==> src/hw/stp_defs.svh <==
// Register offsets, field positions, reset values and constants of the stepper positioner.
`ifndef STP_DEFS_SVH
`define STP_DEFS_SVH
`define STP_ADDR_CTRL 8'h00
`define STP_ADDR_CURRENT 8'h04
`define STP_ADDR_STATUS 8'h08
`define STP_ADDR_POSITION 8'h0C
`define STP_ADDR_COIL 8'h10
`define STP_CTRL_DIR_POL 0
`define STP_CTRL_RH_POL 1
`define STP_CTRL_MODE_LSB 2
`define STP_CTRL_MODE_MSB 4
`define STP_CTRL_PUSH 5
`define STP_CTRL_MOTOR_DRIVE_ENABLE 6
`define STP_CTRL_PIN_MODE 7
`define STP_CUR_RUN_LSB 0
`define STP_CUR_RUN_MSB 3
`define STP_CUR_HOLD_LSB 4
`define STP_CUR_HOLD_MSB 7
`define STP_CTRL_RESET 8'h00
`define STP_CUR_RESET 8'h00
`define STP_POS_RESET 7'h10
`define STP_FULL_PITCH 7'h20
`define STP_FULL2_OFFSET 7'h10
`define STP_FULL2_PCT 10'h2C6
`define STP_QUARTER 6'h20
`define STP_RESP_OKAY 2'h0
`define STP_RESP_SLVERR 2'h2
`endif

==> src/hw/stp_pkg.sv <==
// Types shared by the stepper positioner modules.
package stp_pkg;
  typedef logic [6:0] stp_pos_t;
  typedef logic signed [10:0] stp_pct_t;
  typedef enum logic [2:0] {
    STP_MICRO32 = 3'h0,
    STP_MICRO16 = 3'h1,
    STP_MICRO8 = 3'h2,
    STP_MICRO4 = 3'h3,
    STP_HALF = 3'h4,
    STP_FULL1A = 3'h5,
    STP_FULL1B = 3'h6,
    STP_FULL2 = 3'h7
  } stp_mode_e;
endpackage : stp_pkg

==> src/hw/stp_top.sv <==
// Step translator and positioner with an AXI4-Lite register port.
`timescale 1ns/1ps
`default_nettype none
// Overview of operation
// Codes 101/110 give one-coil full step, code 111 two-coil full step.
// Full step one gives 100/0 patterns; full step two gives 71 on both coils.
// Switching full-step modes moves the position half a column, forward or back.
// That half-column move happens at the next trigger, not at the write.
// The 7-bit translator position in thirty-second steps is readable.
// The readable position updates right after each accepted trigger.
// Effective direction is the direction pin XOR the polarity bit.
// Positive direction rotates the current vector counter-clockwise, position up.
// Motor enable cleared does not stop the positioner from stepping.
// The direction pin level is readable in the status register.
// A step pin rising edge or push bit moves one step.
// Writing the push bit steps once, then the bit clears itself.
// A pin edge and a push, properly separated, give two steps.
// The controller never changes mode or direction pins with a step edge.
// A new step mode takes effect only at the next trigger.
// Current codes map to milliamps; hold code n equals run code n-1.
// Reset puts the position at 001 0000.
// In hold mode triggers are ignored and the hold current applies.
// Polarity, mode and push written together step with the new settings.
// The position wraps modulo 128 both ways.
// Coarse modes step by their power-of-two increment on their own grid.
module stp_top
  import stp_pkg::*;
#(
  parameter int ADDR_W = 8
) (
  input wire logic aclk,
  input wire logic aresetn,
  input wire logic [ADDR_W-1:0] s_axi_awaddr,
  input wire logic s_axi_awvalid,
  output logic s_axi_awready,
  input wire logic [31:0] s_axi_wdata,
  input wire logic [3:0] s_axi_wstrb,
  input wire logic s_axi_wvalid,
  output logic s_axi_wready,
  output logic [1:0] s_axi_bresp,
  output logic s_axi_bvalid,
  input wire logic s_axi_bready,
  input wire logic [ADDR_W-1:0] s_axi_araddr,
  input wire logic s_axi_arvalid,
  output logic s_axi_arready,
  output logic [31:0] s_axi_rdata,
  output logic [1:0] s_axi_rresp,
  output logic s_axi_rvalid,
  input wire logic s_axi_rready,
  input wire logic step_trigger_pin,
  input wire logic direction_pin,
  input wire logic run_hold_pin,
  input wire logic mode_pin_low,
  input wire logic mode_pin_high,
  output stp_pos_t translator_position,
  output stp_pct_t coil_x_pct,
  output stp_pct_t coil_y_pct,
  output logic [3:0] current_code,
  output logic [9:0] current_ma,
  output logic motor_drive_enable,
  output logic run_mode
);
`include "stp_defs.svh"

  function automatic logic addr_hit(input logic [ADDR_W-1:0] addr, input logic [7:0] off);
    return addr[7:2] == off[7:2];
  endfunction : addr_hit

  function automatic stp_pos_t step_size(input logic [2:0] mode);
    return (mode >= STP_FULL1A) ? `STP_FULL_PITCH : (7'h01 << mode);
  endfunction : step_size

  // The position moves to the next grid point of the mode, so a change of grid lands
  // on the neighbouring column and plain 7-bit arithmetic gives the wrap-around.
  function automatic stp_pos_t next_position(input stp_pos_t pos, input logic [2:0] mode,
                                             input logic fwd);
    stp_pos_t inc;
    stp_pos_t off;
    stp_pos_t mask;
    stp_pos_t q;
    inc = step_size(mode);
    off = (mode == STP_FULL2) ? `STP_FULL2_OFFSET : 7'h00;
    mask = inc - 7'h01;
    q = pos - off;
    if (fwd) begin
      q = (q & ~mask) + inc;
    end else if ((q & mask) == 7'h00) begin
      q = q - inc;
    end else begin
      q = q & ~mask;
    end
    return q + off;
  endfunction : next_position

  function automatic logic [9:0] run_ma(input logic [3:0] code);
    case (code)
      4'h0: return 10'h03B;
      4'h1: return 10'h047;
      4'h2: return 10'h054;
      4'h3: return 10'h064;
      4'h4: return 10'h077;
      4'h5: return 10'h08D;
      4'h6: return 10'h0A8;
      4'h7: return 10'h0C8;
      4'h8: return 10'h0EE;
      4'h9: return 10'h11B;
      4'hA: return 10'h150;
      4'hB: return 10'h190;
      4'hC: return 10'h1DC;
      4'hD: return 10'h236;
      4'hE: return 10'h2A1;
      default: return 10'h320;
    endcase
  endfunction : run_ma

  // Pins arrive without a clock, so each passes two flip-flops first.
  logic [4:0] pins_sync;
  logic step_sync;
  logic dir_sync;
  logic rh_sync;
  logic step_prev_reg;
  stp_sync #(.WIDTH(5)) u_sync (
    .aclk(aclk),
    .aresetn(aresetn),
    .async_in({mode_pin_high, mode_pin_low, run_hold_pin, direction_pin, step_trigger_pin}),
    .sync_out(pins_sync)
  );
  assign step_sync = pins_sync[0];
  assign dir_sync = pins_sync[1];
  assign rh_sync = pins_sync[2];

  logic [7:0] ctrl_reg;
  logic [7:0] cur_reg;
  logic push_reg;
  logic push_next;
  logic [2:0] applied_mode_reg;
  stp_pos_t pos_reg;
  stp_pos_t pos_next;

  // AXI4-Lite slave.
  logic aw_take;
  logic w_take;
  logic do_write;
  logic ar_take;
  logic wr_ctrl;
  logic wr_cur;
  logic wr_ok;
  logic rd_ok;
  logic [31:0] rd_data;
  logic [ADDR_W-1:0] awaddr_reg;
  logic [31:0] wdata_reg;
  logic [3:0] wstrb_reg;

  assign aw_take = s_axi_awvalid & s_axi_awready;
  assign w_take = s_axi_wvalid & s_axi_wready;
  assign do_write = ~s_axi_awready & ~s_axi_wready & ~s_axi_bvalid;
  assign ar_take = s_axi_arvalid & s_axi_arready;
  assign wr_ctrl = do_write & addr_hit(awaddr_reg, `STP_ADDR_CTRL) & wstrb_reg[0];
  assign wr_cur = do_write & addr_hit(awaddr_reg, `STP_ADDR_CURRENT) & wstrb_reg[0];
  assign wr_ok = addr_hit(awaddr_reg, `STP_ADDR_CTRL) | addr_hit(awaddr_reg, `STP_ADDR_CURRENT) |
                 addr_hit(awaddr_reg, `STP_ADDR_STATUS) |
                 addr_hit(awaddr_reg, `STP_ADDR_POSITION) | addr_hit(awaddr_reg, `STP_ADDR_COIL);

  always_ff @(posedge aclk) begin
    if (!aresetn) begin
      s_axi_awready <= 1'b1;
      s_axi_wready <= 1'b1;
      s_axi_bvalid <= 1'b0;
      s_axi_bresp <= `STP_RESP_OKAY;
      awaddr_reg <= '0;
      wdata_reg <= '0;
      wstrb_reg <= '0;
    end else begin
      if (aw_take) begin
        s_axi_awready <= 1'b0;
        awaddr_reg <= s_axi_awaddr;
      end
      if (w_take) begin
        s_axi_wready <= 1'b0;
        wdata_reg <= s_axi_wdata;
        wstrb_reg <= s_axi_wstrb;
      end
      if (do_write) begin
        s_axi_bvalid <= 1'b1;
        s_axi_bresp <= wr_ok ? `STP_RESP_OKAY : `STP_RESP_SLVERR;
      end else if (s_axi_bvalid && s_axi_bready) begin
        s_axi_bvalid <= 1'b0;
        s_axi_awready <= 1'b1;
        s_axi_wready <= 1'b1;
      end
    end
  end

  logic [2:0] sel_mode;
  logic eff_dir;
  logic pin_edge;
  logic trigger;
  logic step_fire;
  logic push_done;
  logic run_next;

  assign sel_mode = ctrl_reg[`STP_CTRL_PIN_MODE] ? {1'b0, pins_sync[4], pins_sync[3]} :
                    ctrl_reg[`STP_CTRL_MODE_MSB:`STP_CTRL_MODE_LSB];
  assign eff_dir = dir_sync ^ ctrl_reg[`STP_CTRL_DIR_POL];
  assign pin_edge = step_sync & ~step_prev_reg;
  assign trigger = pin_edge | push_reg;
  // Motor enable is deliberately left out of this term. The live run state is used, so a
  // run/hold polarity written together with the push already governs that push.
  assign step_fire = trigger & run_next;
  // A push that meets a pin edge waits one cycle, so neither trigger is lost.
  assign push_done = push_reg & ~pin_edge;
  assign push_next = (wr_ctrl & wdata_reg[`STP_CTRL_PUSH]) | (push_reg & ~push_done);
  assign pos_next = step_fire ? next_position(pos_reg, sel_mode, eff_dir) : pos_reg;

  assign rd_ok = addr_hit(s_axi_araddr, `STP_ADDR_CTRL) | addr_hit(s_axi_araddr, `STP_ADDR_CURRENT) |
                 addr_hit(s_axi_araddr, `STP_ADDR_STATUS) |
                 addr_hit(s_axi_araddr, `STP_ADDR_POSITION) | addr_hit(s_axi_araddr, `STP_ADDR_COIL);
  assign rd_data =
    addr_hit(s_axi_araddr, `STP_ADDR_CTRL) ? {24'h000000, ctrl_reg[7:6], push_reg, ctrl_reg[4:0]} :
    addr_hit(s_axi_araddr, `STP_ADDR_CURRENT) ? {24'h000000, cur_reg} :
    addr_hit(s_axi_araddr, `STP_ADDR_STATUS) ?
      {6'h00, current_ma, 9'h000, applied_mode_reg, eff_dir, run_mode, rh_sync, dir_sync} :
    addr_hit(s_axi_araddr, `STP_ADDR_POSITION) ? {25'h0000000, pos_reg} :
    addr_hit(s_axi_araddr, `STP_ADDR_COIL) ? {5'h00, coil_y_pct, 5'h00, coil_x_pct} :
    32'h00000000;

  always_ff @(posedge aclk) begin
    if (!aresetn) begin
      s_axi_arready <= 1'b1;
      s_axi_rvalid <= 1'b0;
      s_axi_rdata <= '0;
      s_axi_rresp <= `STP_RESP_OKAY;
    end else if (ar_take) begin
      s_axi_arready <= 1'b0;
      s_axi_rvalid <= 1'b1;
      s_axi_rdata <= rd_data;
      s_axi_rresp <= rd_ok ? `STP_RESP_OKAY : `STP_RESP_SLVERR;
    end else if (s_axi_rvalid && s_axi_rready) begin
      s_axi_arready <= 1'b1;
      s_axi_rvalid <= 1'b0;
    end
  end

  // Positioner state.
  always_ff @(posedge aclk) begin
    if (!aresetn) begin
      ctrl_reg <= `STP_CTRL_RESET;
      cur_reg <= `STP_CUR_RESET;
      push_reg <= 1'b0;
      step_prev_reg <= 1'b0;
      applied_mode_reg <= STP_MICRO32;
      pos_reg <= `STP_POS_RESET;
    end else begin
      if (wr_ctrl) begin
        ctrl_reg <= wdata_reg[7:0];
      end
      if (wr_cur) begin
        cur_reg <= wdata_reg[7:0];
      end
      push_reg <= push_next;
      step_prev_reg <= step_sync;
      pos_reg <= pos_next;
      if (step_fire) begin
        applied_mode_reg <= sel_mode;
      end
    end
  end

  logic [3:0] code_next;
  logic [9:0] ma_next;
  assign run_next = rh_sync ^ ctrl_reg[`STP_CTRL_RH_POL];
  assign code_next = run_next ? cur_reg[`STP_CUR_RUN_MSB:`STP_CUR_RUN_LSB] :
                                cur_reg[`STP_CUR_HOLD_MSB:`STP_CUR_HOLD_LSB];
  assign ma_next = run_next ? run_ma(code_next) :
                   (code_next == 4'h0) ? 10'h000 : run_ma(code_next - 4'h1);

  always_ff @(posedge aclk) begin
    if (!aresetn) begin
      run_mode <= 1'b0;
      current_code <= 4'h0;
      current_ma <= 10'h000;
      motor_drive_enable <= 1'b0;
      translator_position <= `STP_POS_RESET;
    end else begin
      run_mode <= run_next;
      current_code <= code_next;
      current_ma <= ma_next;
      motor_drive_enable <= ctrl_reg[`STP_CTRL_MOTOR_DRIVE_ENABLE];
      translator_position <= pos_next;
    end
  end

  stp_coil_map u_coil (
    .aclk(aclk),
    .aresetn(aresetn),
    .position(pos_reg),
    .full2(applied_mode_reg == STP_FULL2),
    .coil_x_pct(coil_x_pct),
    .coil_y_pct(coil_y_pct)
  );

  property p_reset_position;
    @(posedge aclk) !aresetn |=> pos_reg == 7'h10;
  endproperty
  a_reset_position: assert property (p_reset_position) else $error("bad reset position");

  property p_hold_keeps;
    @(posedge aclk) disable iff (!aresetn) !run_mode && !run_next |=> $stable(pos_reg);
  endproperty
  a_hold_keeps: assert property (p_hold_keeps) else $error("position moved in hold");

  property p_push_clears;
    @(posedge aclk) disable iff (!aresetn)
      push_reg && !pin_edge && !(wr_ctrl && wdata_reg[5]) |=> !push_reg;
  endproperty
  a_push_clears: assert property (p_push_clears) else $error("push bit stuck");

  property p_step_up;
    @(posedge aclk) disable iff (!aresetn)
      trigger && run_next && eff_dir && sel_mode == 3'h0 |=> pos_reg == $past(pos_reg) + 7'h01;
  endproperty
  a_step_up: assert property (p_step_up) else $error("forward step wrong");

  property p_step_down;
    @(posedge aclk) disable iff (!aresetn)
      trigger && run_next && !eff_dir && sel_mode == 3'h0 |=> pos_reg == $past(pos_reg) - 7'h01;
  endproperty
  a_step_down: assert property (p_step_down) else $error("backward step wrong");

  property p_full1_grid;
    @(posedge aclk) disable iff (!aresetn) step_fire && sel_mode == 3'h5 |=> pos_reg[4:0] == 5'h00;
  endproperty
  a_full1_grid: assert property (p_full1_grid) else $error("full step one off grid");

  property p_full2_grid;
    @(posedge aclk) disable iff (!aresetn) step_fire && sel_mode == 3'h7 |=> pos_reg[4:0] == 5'h10;
  endproperty
  a_full2_grid: assert property (p_full2_grid) else $error("full step two off grid");

  property p_mode_latched;
    @(posedge aclk) disable iff (!aresetn) !step_fire |=> $stable(applied_mode_reg);
  endproperty
  a_mode_latched: assert property (p_mode_latched) else $error("mode changed without step");

  property p_two_steps;
    @(posedge aclk) disable iff (!aresetn) pin_edge && push_reg |=> push_reg ##1 !pin_edge;
  endproperty
  a_two_steps: assert property (p_two_steps) else $error("push lost beside pin edge");

  property p_coarse;
    @(posedge aclk) disable iff (!aresetn) step_fire && sel_mode == 3'h2 |=> pos_reg[1:0] == 2'h0;
  endproperty
  a_coarse: assert property (p_coarse) else $error("eighth step off grid");
endmodule : stp_top
`default_nettype wire

==> src/hw/stp_sync.sv <==
// Two flip-flop synchroniser for a group of asynchronous pins.
`timescale 1ns/1ps
`default_nettype none
module stp_sync #(
  parameter int WIDTH = 1
) (
  input wire logic aclk,
  input wire logic aresetn,
  input wire logic [WIDTH-1:0] async_in,
  output logic [WIDTH-1:0] sync_out
);
  logic [WIDTH-1:0] meta_reg;

  // The first stage feeds only the second stage, so metastability cannot spread.
  always_ff @(posedge aclk) begin
    if (!aresetn) begin
      meta_reg <= '0;
      sync_out <= '0;
    end else begin
      meta_reg <= async_in;
      sync_out <= meta_reg;
    end
  end
endmodule : stp_sync
`default_nettype wire

==> src/hw/stp_coil_map.sv <==
// Lookup of the coil current percentages from the translator position.
`timescale 1ns/1ps
`default_nettype none
module stp_coil_map
  import stp_pkg::*;
(
  input wire logic aclk,
  input wire logic aresetn,
  input wire stp_pos_t position,
  input wire logic full2,
  output stp_pct_t coil_x_pct,
  output stp_pct_t coil_y_pct
);
`include "stp_defs.svh"

  // Quarter sine in tenths of a percent, index 0 to 32.
  function automatic logic [9:0] quarter_sine(input logic [5:0] idx);
    case (idx)
      6'h00: return 10'h000;
      6'h01: return 10'h031;
      6'h02: return 10'h062;
      6'h03: return 10'h093;
      6'h04: return 10'h0C3;
      6'h05: return 10'h0F3;
      6'h06: return 10'h122;
      6'h07: return 10'h151;
      6'h08: return 10'h17F;
      6'h09: return 10'h1AC;
      6'h0A: return 10'h1D7;
      6'h0B: return 10'h202;
      6'h0C: return 10'h22C;
      6'h0D: return 10'h254;
      6'h0E: return 10'h27A;
      6'h0F: return 10'h2A0;
      6'h10: return 10'h2C3;
      6'h11: return 10'h2E5;
      6'h12: return 10'h305;
      6'h13: return 10'h323;
      6'h14: return 10'h33F;
      6'h15: return 10'h35A;
      6'h16: return 10'h372;
      6'h17: return 10'h388;
      6'h18: return 10'h39C;
      6'h19: return 10'h3AE;
      6'h1A: return 10'h3BD;
      6'h1B: return 10'h3CA;
      6'h1C: return 10'h3D5;
      6'h1D: return 10'h3DD;
      6'h1E: return 10'h3E3;
      6'h1F: return 10'h3E7;
      default: return 10'h3E8;
    endcase
  endfunction : quarter_sine

  // Full step two sits on the diagonals only, where both coils carry 71 percent.
  function automatic stp_pct_t signed_sine(input stp_pos_t pos, input logic diag);
    logic [9:0] mag;
    mag = pos[5] ? quarter_sine(6'(`STP_QUARTER - {1'b0, pos[4:0]})) :
                   quarter_sine({1'b0, pos[4:0]});
    if (diag) begin
      mag = `STP_FULL2_PCT;
    end
    return pos[6] ? -$signed({1'b0, mag}) : $signed({1'b0, mag});
  endfunction : signed_sine

  stp_pos_t cos_pos;
  assign cos_pos = position + `STP_FULL_PITCH;

  always_ff @(posedge aclk) begin
    if (!aresetn) begin
      coil_x_pct <= '0;
      coil_y_pct <= '0;
    end else begin
      coil_x_pct <= signed_sine(cos_pos, full2);
      coil_y_pct <= signed_sine(position, full2);
    end
  end
endmodule : stp_coil_map
`default_nettype wire

==> config.mk <==
export PLATFORM = sky130hd
export DESIGN_NAME = stp_top
export DESIGN_NICKNAME = d
export VERILOG_FILES = /design/src/hw/stp_pkg.sv /design/src/hw/stp_top.sv /design/src/hw/stp_sync.sv /design/src/hw/stp_coil_map.sv
export VERILOG_INCLUDE_DIRS = /design/src /design/src/hw
export SDC_FILE = /design/constraint.sdc
export NUM_CORES = 1
export LEC_CHECK = 0
export BUFFER_PORTS_ARGS = -buffer_cell sky130_fd_sc_hd__buf_2
export CAP_MARGIN = 20
export CORE_UTILIZATION = 55
export CTS_CLUSTER_DIAMETER = 80
export DETAILED_ROUTE_END_ITERATION = 16
export GPL_TIMING_DRIVEN = 0
export PLACE_DENSITY = 0.81
export SYNTH_ARGS = -nofsm -noshare
export SYNTH_HDL_FRONTEND = slang
export SYNTH_SLANG_ARGS = --single-unit
==> constraint.sdc <==
create_clock -name aclk -period 5.18 [get_ports aclk]
set_clock_uncertainty 0.05 [all_clocks]
set_input_delay 1.036 -clock aclk [delete_from_list [all_inputs] [get_ports aclk]]
set_output_delay 1.036 -clock aclk [all_outputs]
set_load 0.02 [all_outputs]
==> qor.csv <==
stage,metric,value,unit
yosys,netlist_area,8490,um^2
worst_setup_path,r2r-start,ctrl_reg[2],
routing,met1_length,11700,um
routing,wl_met2,12200,um
worst_hold_path,holdPathStages,1,
final_layout,antennaDiodeCount,0,
routing,drcViolationCount,0,
routing,viasPerCell,6.28,
worst_setup_path,arrival,5.21,ns
place,gp_congestion,0.966,
yosys,ys_async_sr_fraction,0,%
yosys,yosysSeqAreaShare,30.4,%
yosys,synth_cell_types,82,
sta,min_period,4.97,ns
final_layout,multi_input_area,5420,um^2
sta,period_share,95.9,%
sta,hold_viol_final,0,
yosys,yosysTopAreaCellShare,30.4,%
worst_setup_path,path_class,reg2reg,
yosys,synth_top_family_by_area,compound AO/OA/AOI/OAI gates,
yosys,syn_area_per_cell,7.72,um^2
final_layout,largest_register_ffs,22,
yosys,ys.flop_type,dfxtp_1,
worst_setup_path,reg2reg_depth,17,
routing,drt_first_pass_iters,5,
worst_hold_path,min_to,u_sync.sync_out[1],
sta,max_freq,0.201,GHz
final_layout,areaGrowthSynthToFinish,17.6,%
final_layout,regMostFlops,s_axi_rdata,
routing,routed_wl,27500,um
place,dpl.cell_count,1405,
yosys,synth_compound_area_share,23.9,%
clocking,tritoncts,done,
grt,antenna_found_initial,0,
grt,grt_pass1_wl,43400,um
clocking,htreeDepth,4,
worst_hold_path,holdCritStartpoint,u_sync.meta_reg[1],
clocking,cts_buffers,17,
clocking,cts.sinks,129,
worst_setup_path,required,5.42,ns
die,die_height,126,um
worst_setup_path,reg2reg_setup_slack,0.21,ns
yosys,synth.largest_area_cell,dfxtp_1,
routing,num_vias,9044,
worst_setup_path,path_max_fanout,8,
sta,tightest_slew,0.971,ns
clocking,hold_buffers,0,
sta,rsz0062_at_grt,no,
yosys,synth_common_cells,"131 x nor2_1, 129 x dfxtp_1, 104 x nand2_1",
worst_hold_path,hold_class,reg2reg,
clocking,clk_pin_slew_worst_paths,0.06,ns
sta,maxSlewHeadroom,34.8,%
grt,grt_start_max_net_pins,17,
sta,maxSlewViolCount,0,
yosys,synth_area_leaders,"dfxtp_1 30%, nor2_1 5.8%, ha_1 5.7%",
clocking,cts.path.max_buffers,2,
place,hpwl,20400,um
power,leakagePower,4.31,nW
worst_setup_path,startpoint_type,register,
power,total_power,2.64,mW
power,ir_worst_vdd,259,uV
yosys,synth_xor_area_share,4.39,%
clocking,cts-root-buf,clkbuf_16,
final_layout,stdcell_count,1440,
yosys,yosys.area_share.simple,21.4,%
outcome,status,"complete, no violations",
place,port_buffers,105,
run,maxCapViolCount,0,
die,initial_utilization,56.1,%
routing,dr_wl_met3,2680,um
sta,setup_viol,0,
yosys,synth_mux_area_share,7.20,%
final_layout,drive_above_1_share,15.8,%
routing,drtIter0Drc,1236,
yosys,synthMostInstantiatedCell,nor2_1,
yosys,synth_cells,1101,
die,pin_count,150,
yosys,synth-warning-count,0,
yosys,ys_seq_elements,129,
final_layout,reg_top3,"s_axi_rdata (22), u_coil.coil_x_pct (11), u_coil.coil_y_pct (11)",
yosys,synth_fa_ha_area_share,5.98,%
clocking,clock_latency,0.42,ns
yosys,synth-edff-count,0,
final_layout,seq_area,2580,um^2
grt,grt_overflow,0,
routing,drt-wirelength-per-cell,19.1,um
grt,grt_pass1_vias,8094,
power,p_per_area,264,nW/um^2
grt,grt_use_total,34.7,%
die,rows,45,
die,die_area,15900,um^2
routing,antenna_left,0,
final_layout,nFillCells,1299,
worst_setup_path,critPathCaptureType,register,
die,core,15100,um^2
final_layout,nNetsFinal,1344,
routing,top_layer,met4,
die,die_width,126,um
[per-stage QoR]
stage | worst slack [ns] | utilization [%] | TNS (ns) | hold WS, ns | instance area [um^2]
6_report | 0.211 | 66.0 | 0 | 0.382 | 9990
5_1_grt | 0.0413 | 66.0 | 0 | 0.395 | 9990
4_1_cts | 0.0227 | 65.5 | 0 | 0.382 | 9920
3_5_place_dp | -0.306 | 61.4 | -0.696 | 0.369 | 9300
3_3_place_gp | -0.306 | 61.4 | -0.712 | 0.364 | 9300
2_1_floorplan | 0.608 | - | 0 | 0.362 | 8540
[worst max-delay path, stage by stage (launching register included)]
cell      delay [ns]
dfxtp_1         0.51
or4b_2          0.66
nand2_1         0.10
inv_1           0.09
ha_1            0.32
inv_1           0.07
a221oi_2        0.38
nand3_1         0.24
or4_4           0.58
a32oi_4         0.32
nand2_2         0.17
ha_1            0.33
clkbuf_1        0.29
inv_1           0.14
nor2_1          0.12
a22oi_1         0.08
o311a_1         0.14
a32o_1          0.24
[final cells by class]
cell class	count	share of cell area, %
timing repair buffer	110	5.61
clock inverter	9	1.58
multi-input combinational	846	54.2
clock buffer	22	4.54
tap	188	2.35
inverter	44	1.73
sequential	129	25.8
buffer	92	4.11
[placed cells by master, fill, tap and decap left out, drive strengths merged, types with 6 or more instances in the layout]
master,instances
nand2,105
nand2b,12
o21a,9
o221ai,9
nor3,36
inv,37
mux2,6
o211ai,16
or3,6
clkinv,8
nor2,131
nor2b,10
and2,23
mux2i,45
conb,12
a31oi,9
dfxtp,129
nand3,35
clkbuf,88
xnor2,24
buf,136
a221oi,17
a211oi,15
nor4,7
o21ai,64
ha,39
xor2,16
a21oi,97
[power by group]
part | total [mW] | internal [mW] | switching (mW)
Clock | 1.24 | 0.815 | 0.427
Sequential | 1.06 | 1.03 | 0.0312
Combinational | 0.336 | 0.119 | 0.217
[kinds of logic after synthesis]
family | count (synthesis)
AOI/OAI and AO/OA | 307
xor gates and xnor gates | 41
DFF | 129
other | 1
and+or+nand+nor | 391
adders and majority gates | 40
muxes | 55
buffers and inverters | 137
[worst max path at each step]
stage,startpoint,to,slack [ns],cells past startpoint
2_1_floorplan,ctrl_reg[7],register,0.61,22
3_3_place_gp,translator_position[4],register,-0.31,21
3_5_place_dp,translator_position[4],register,-0.31,21
4_1_cts,ctrl_reg[7],register,0.02,21
5_1_grt,translator_position[1],u_coil.coil_y_pct[9],0.04,16
6_report,ctrl_reg[2],register,0.21,17
[repair_timing]
| action | 4_1_cts | 5_1_grt |
|---|---|---|
| endpoints found under the hold margin | 0 | 0 |
| setup endpoints to repair | 6 | 15 |
| gates resized for setup | 4 | 18 |
| buffers inserted | 0 | 3 |
| pin swaps | 0 | 1 |
[layer usage]
metal / global-route usage (%) / up-vias
li1: - / 4200
met1: 46.8 / 4220
met2: 53.4 / 536
met3: 8.03 / 88
met4: 14.2 / 0
met5: 0 / -
Power figures use the tool's default switching activity.
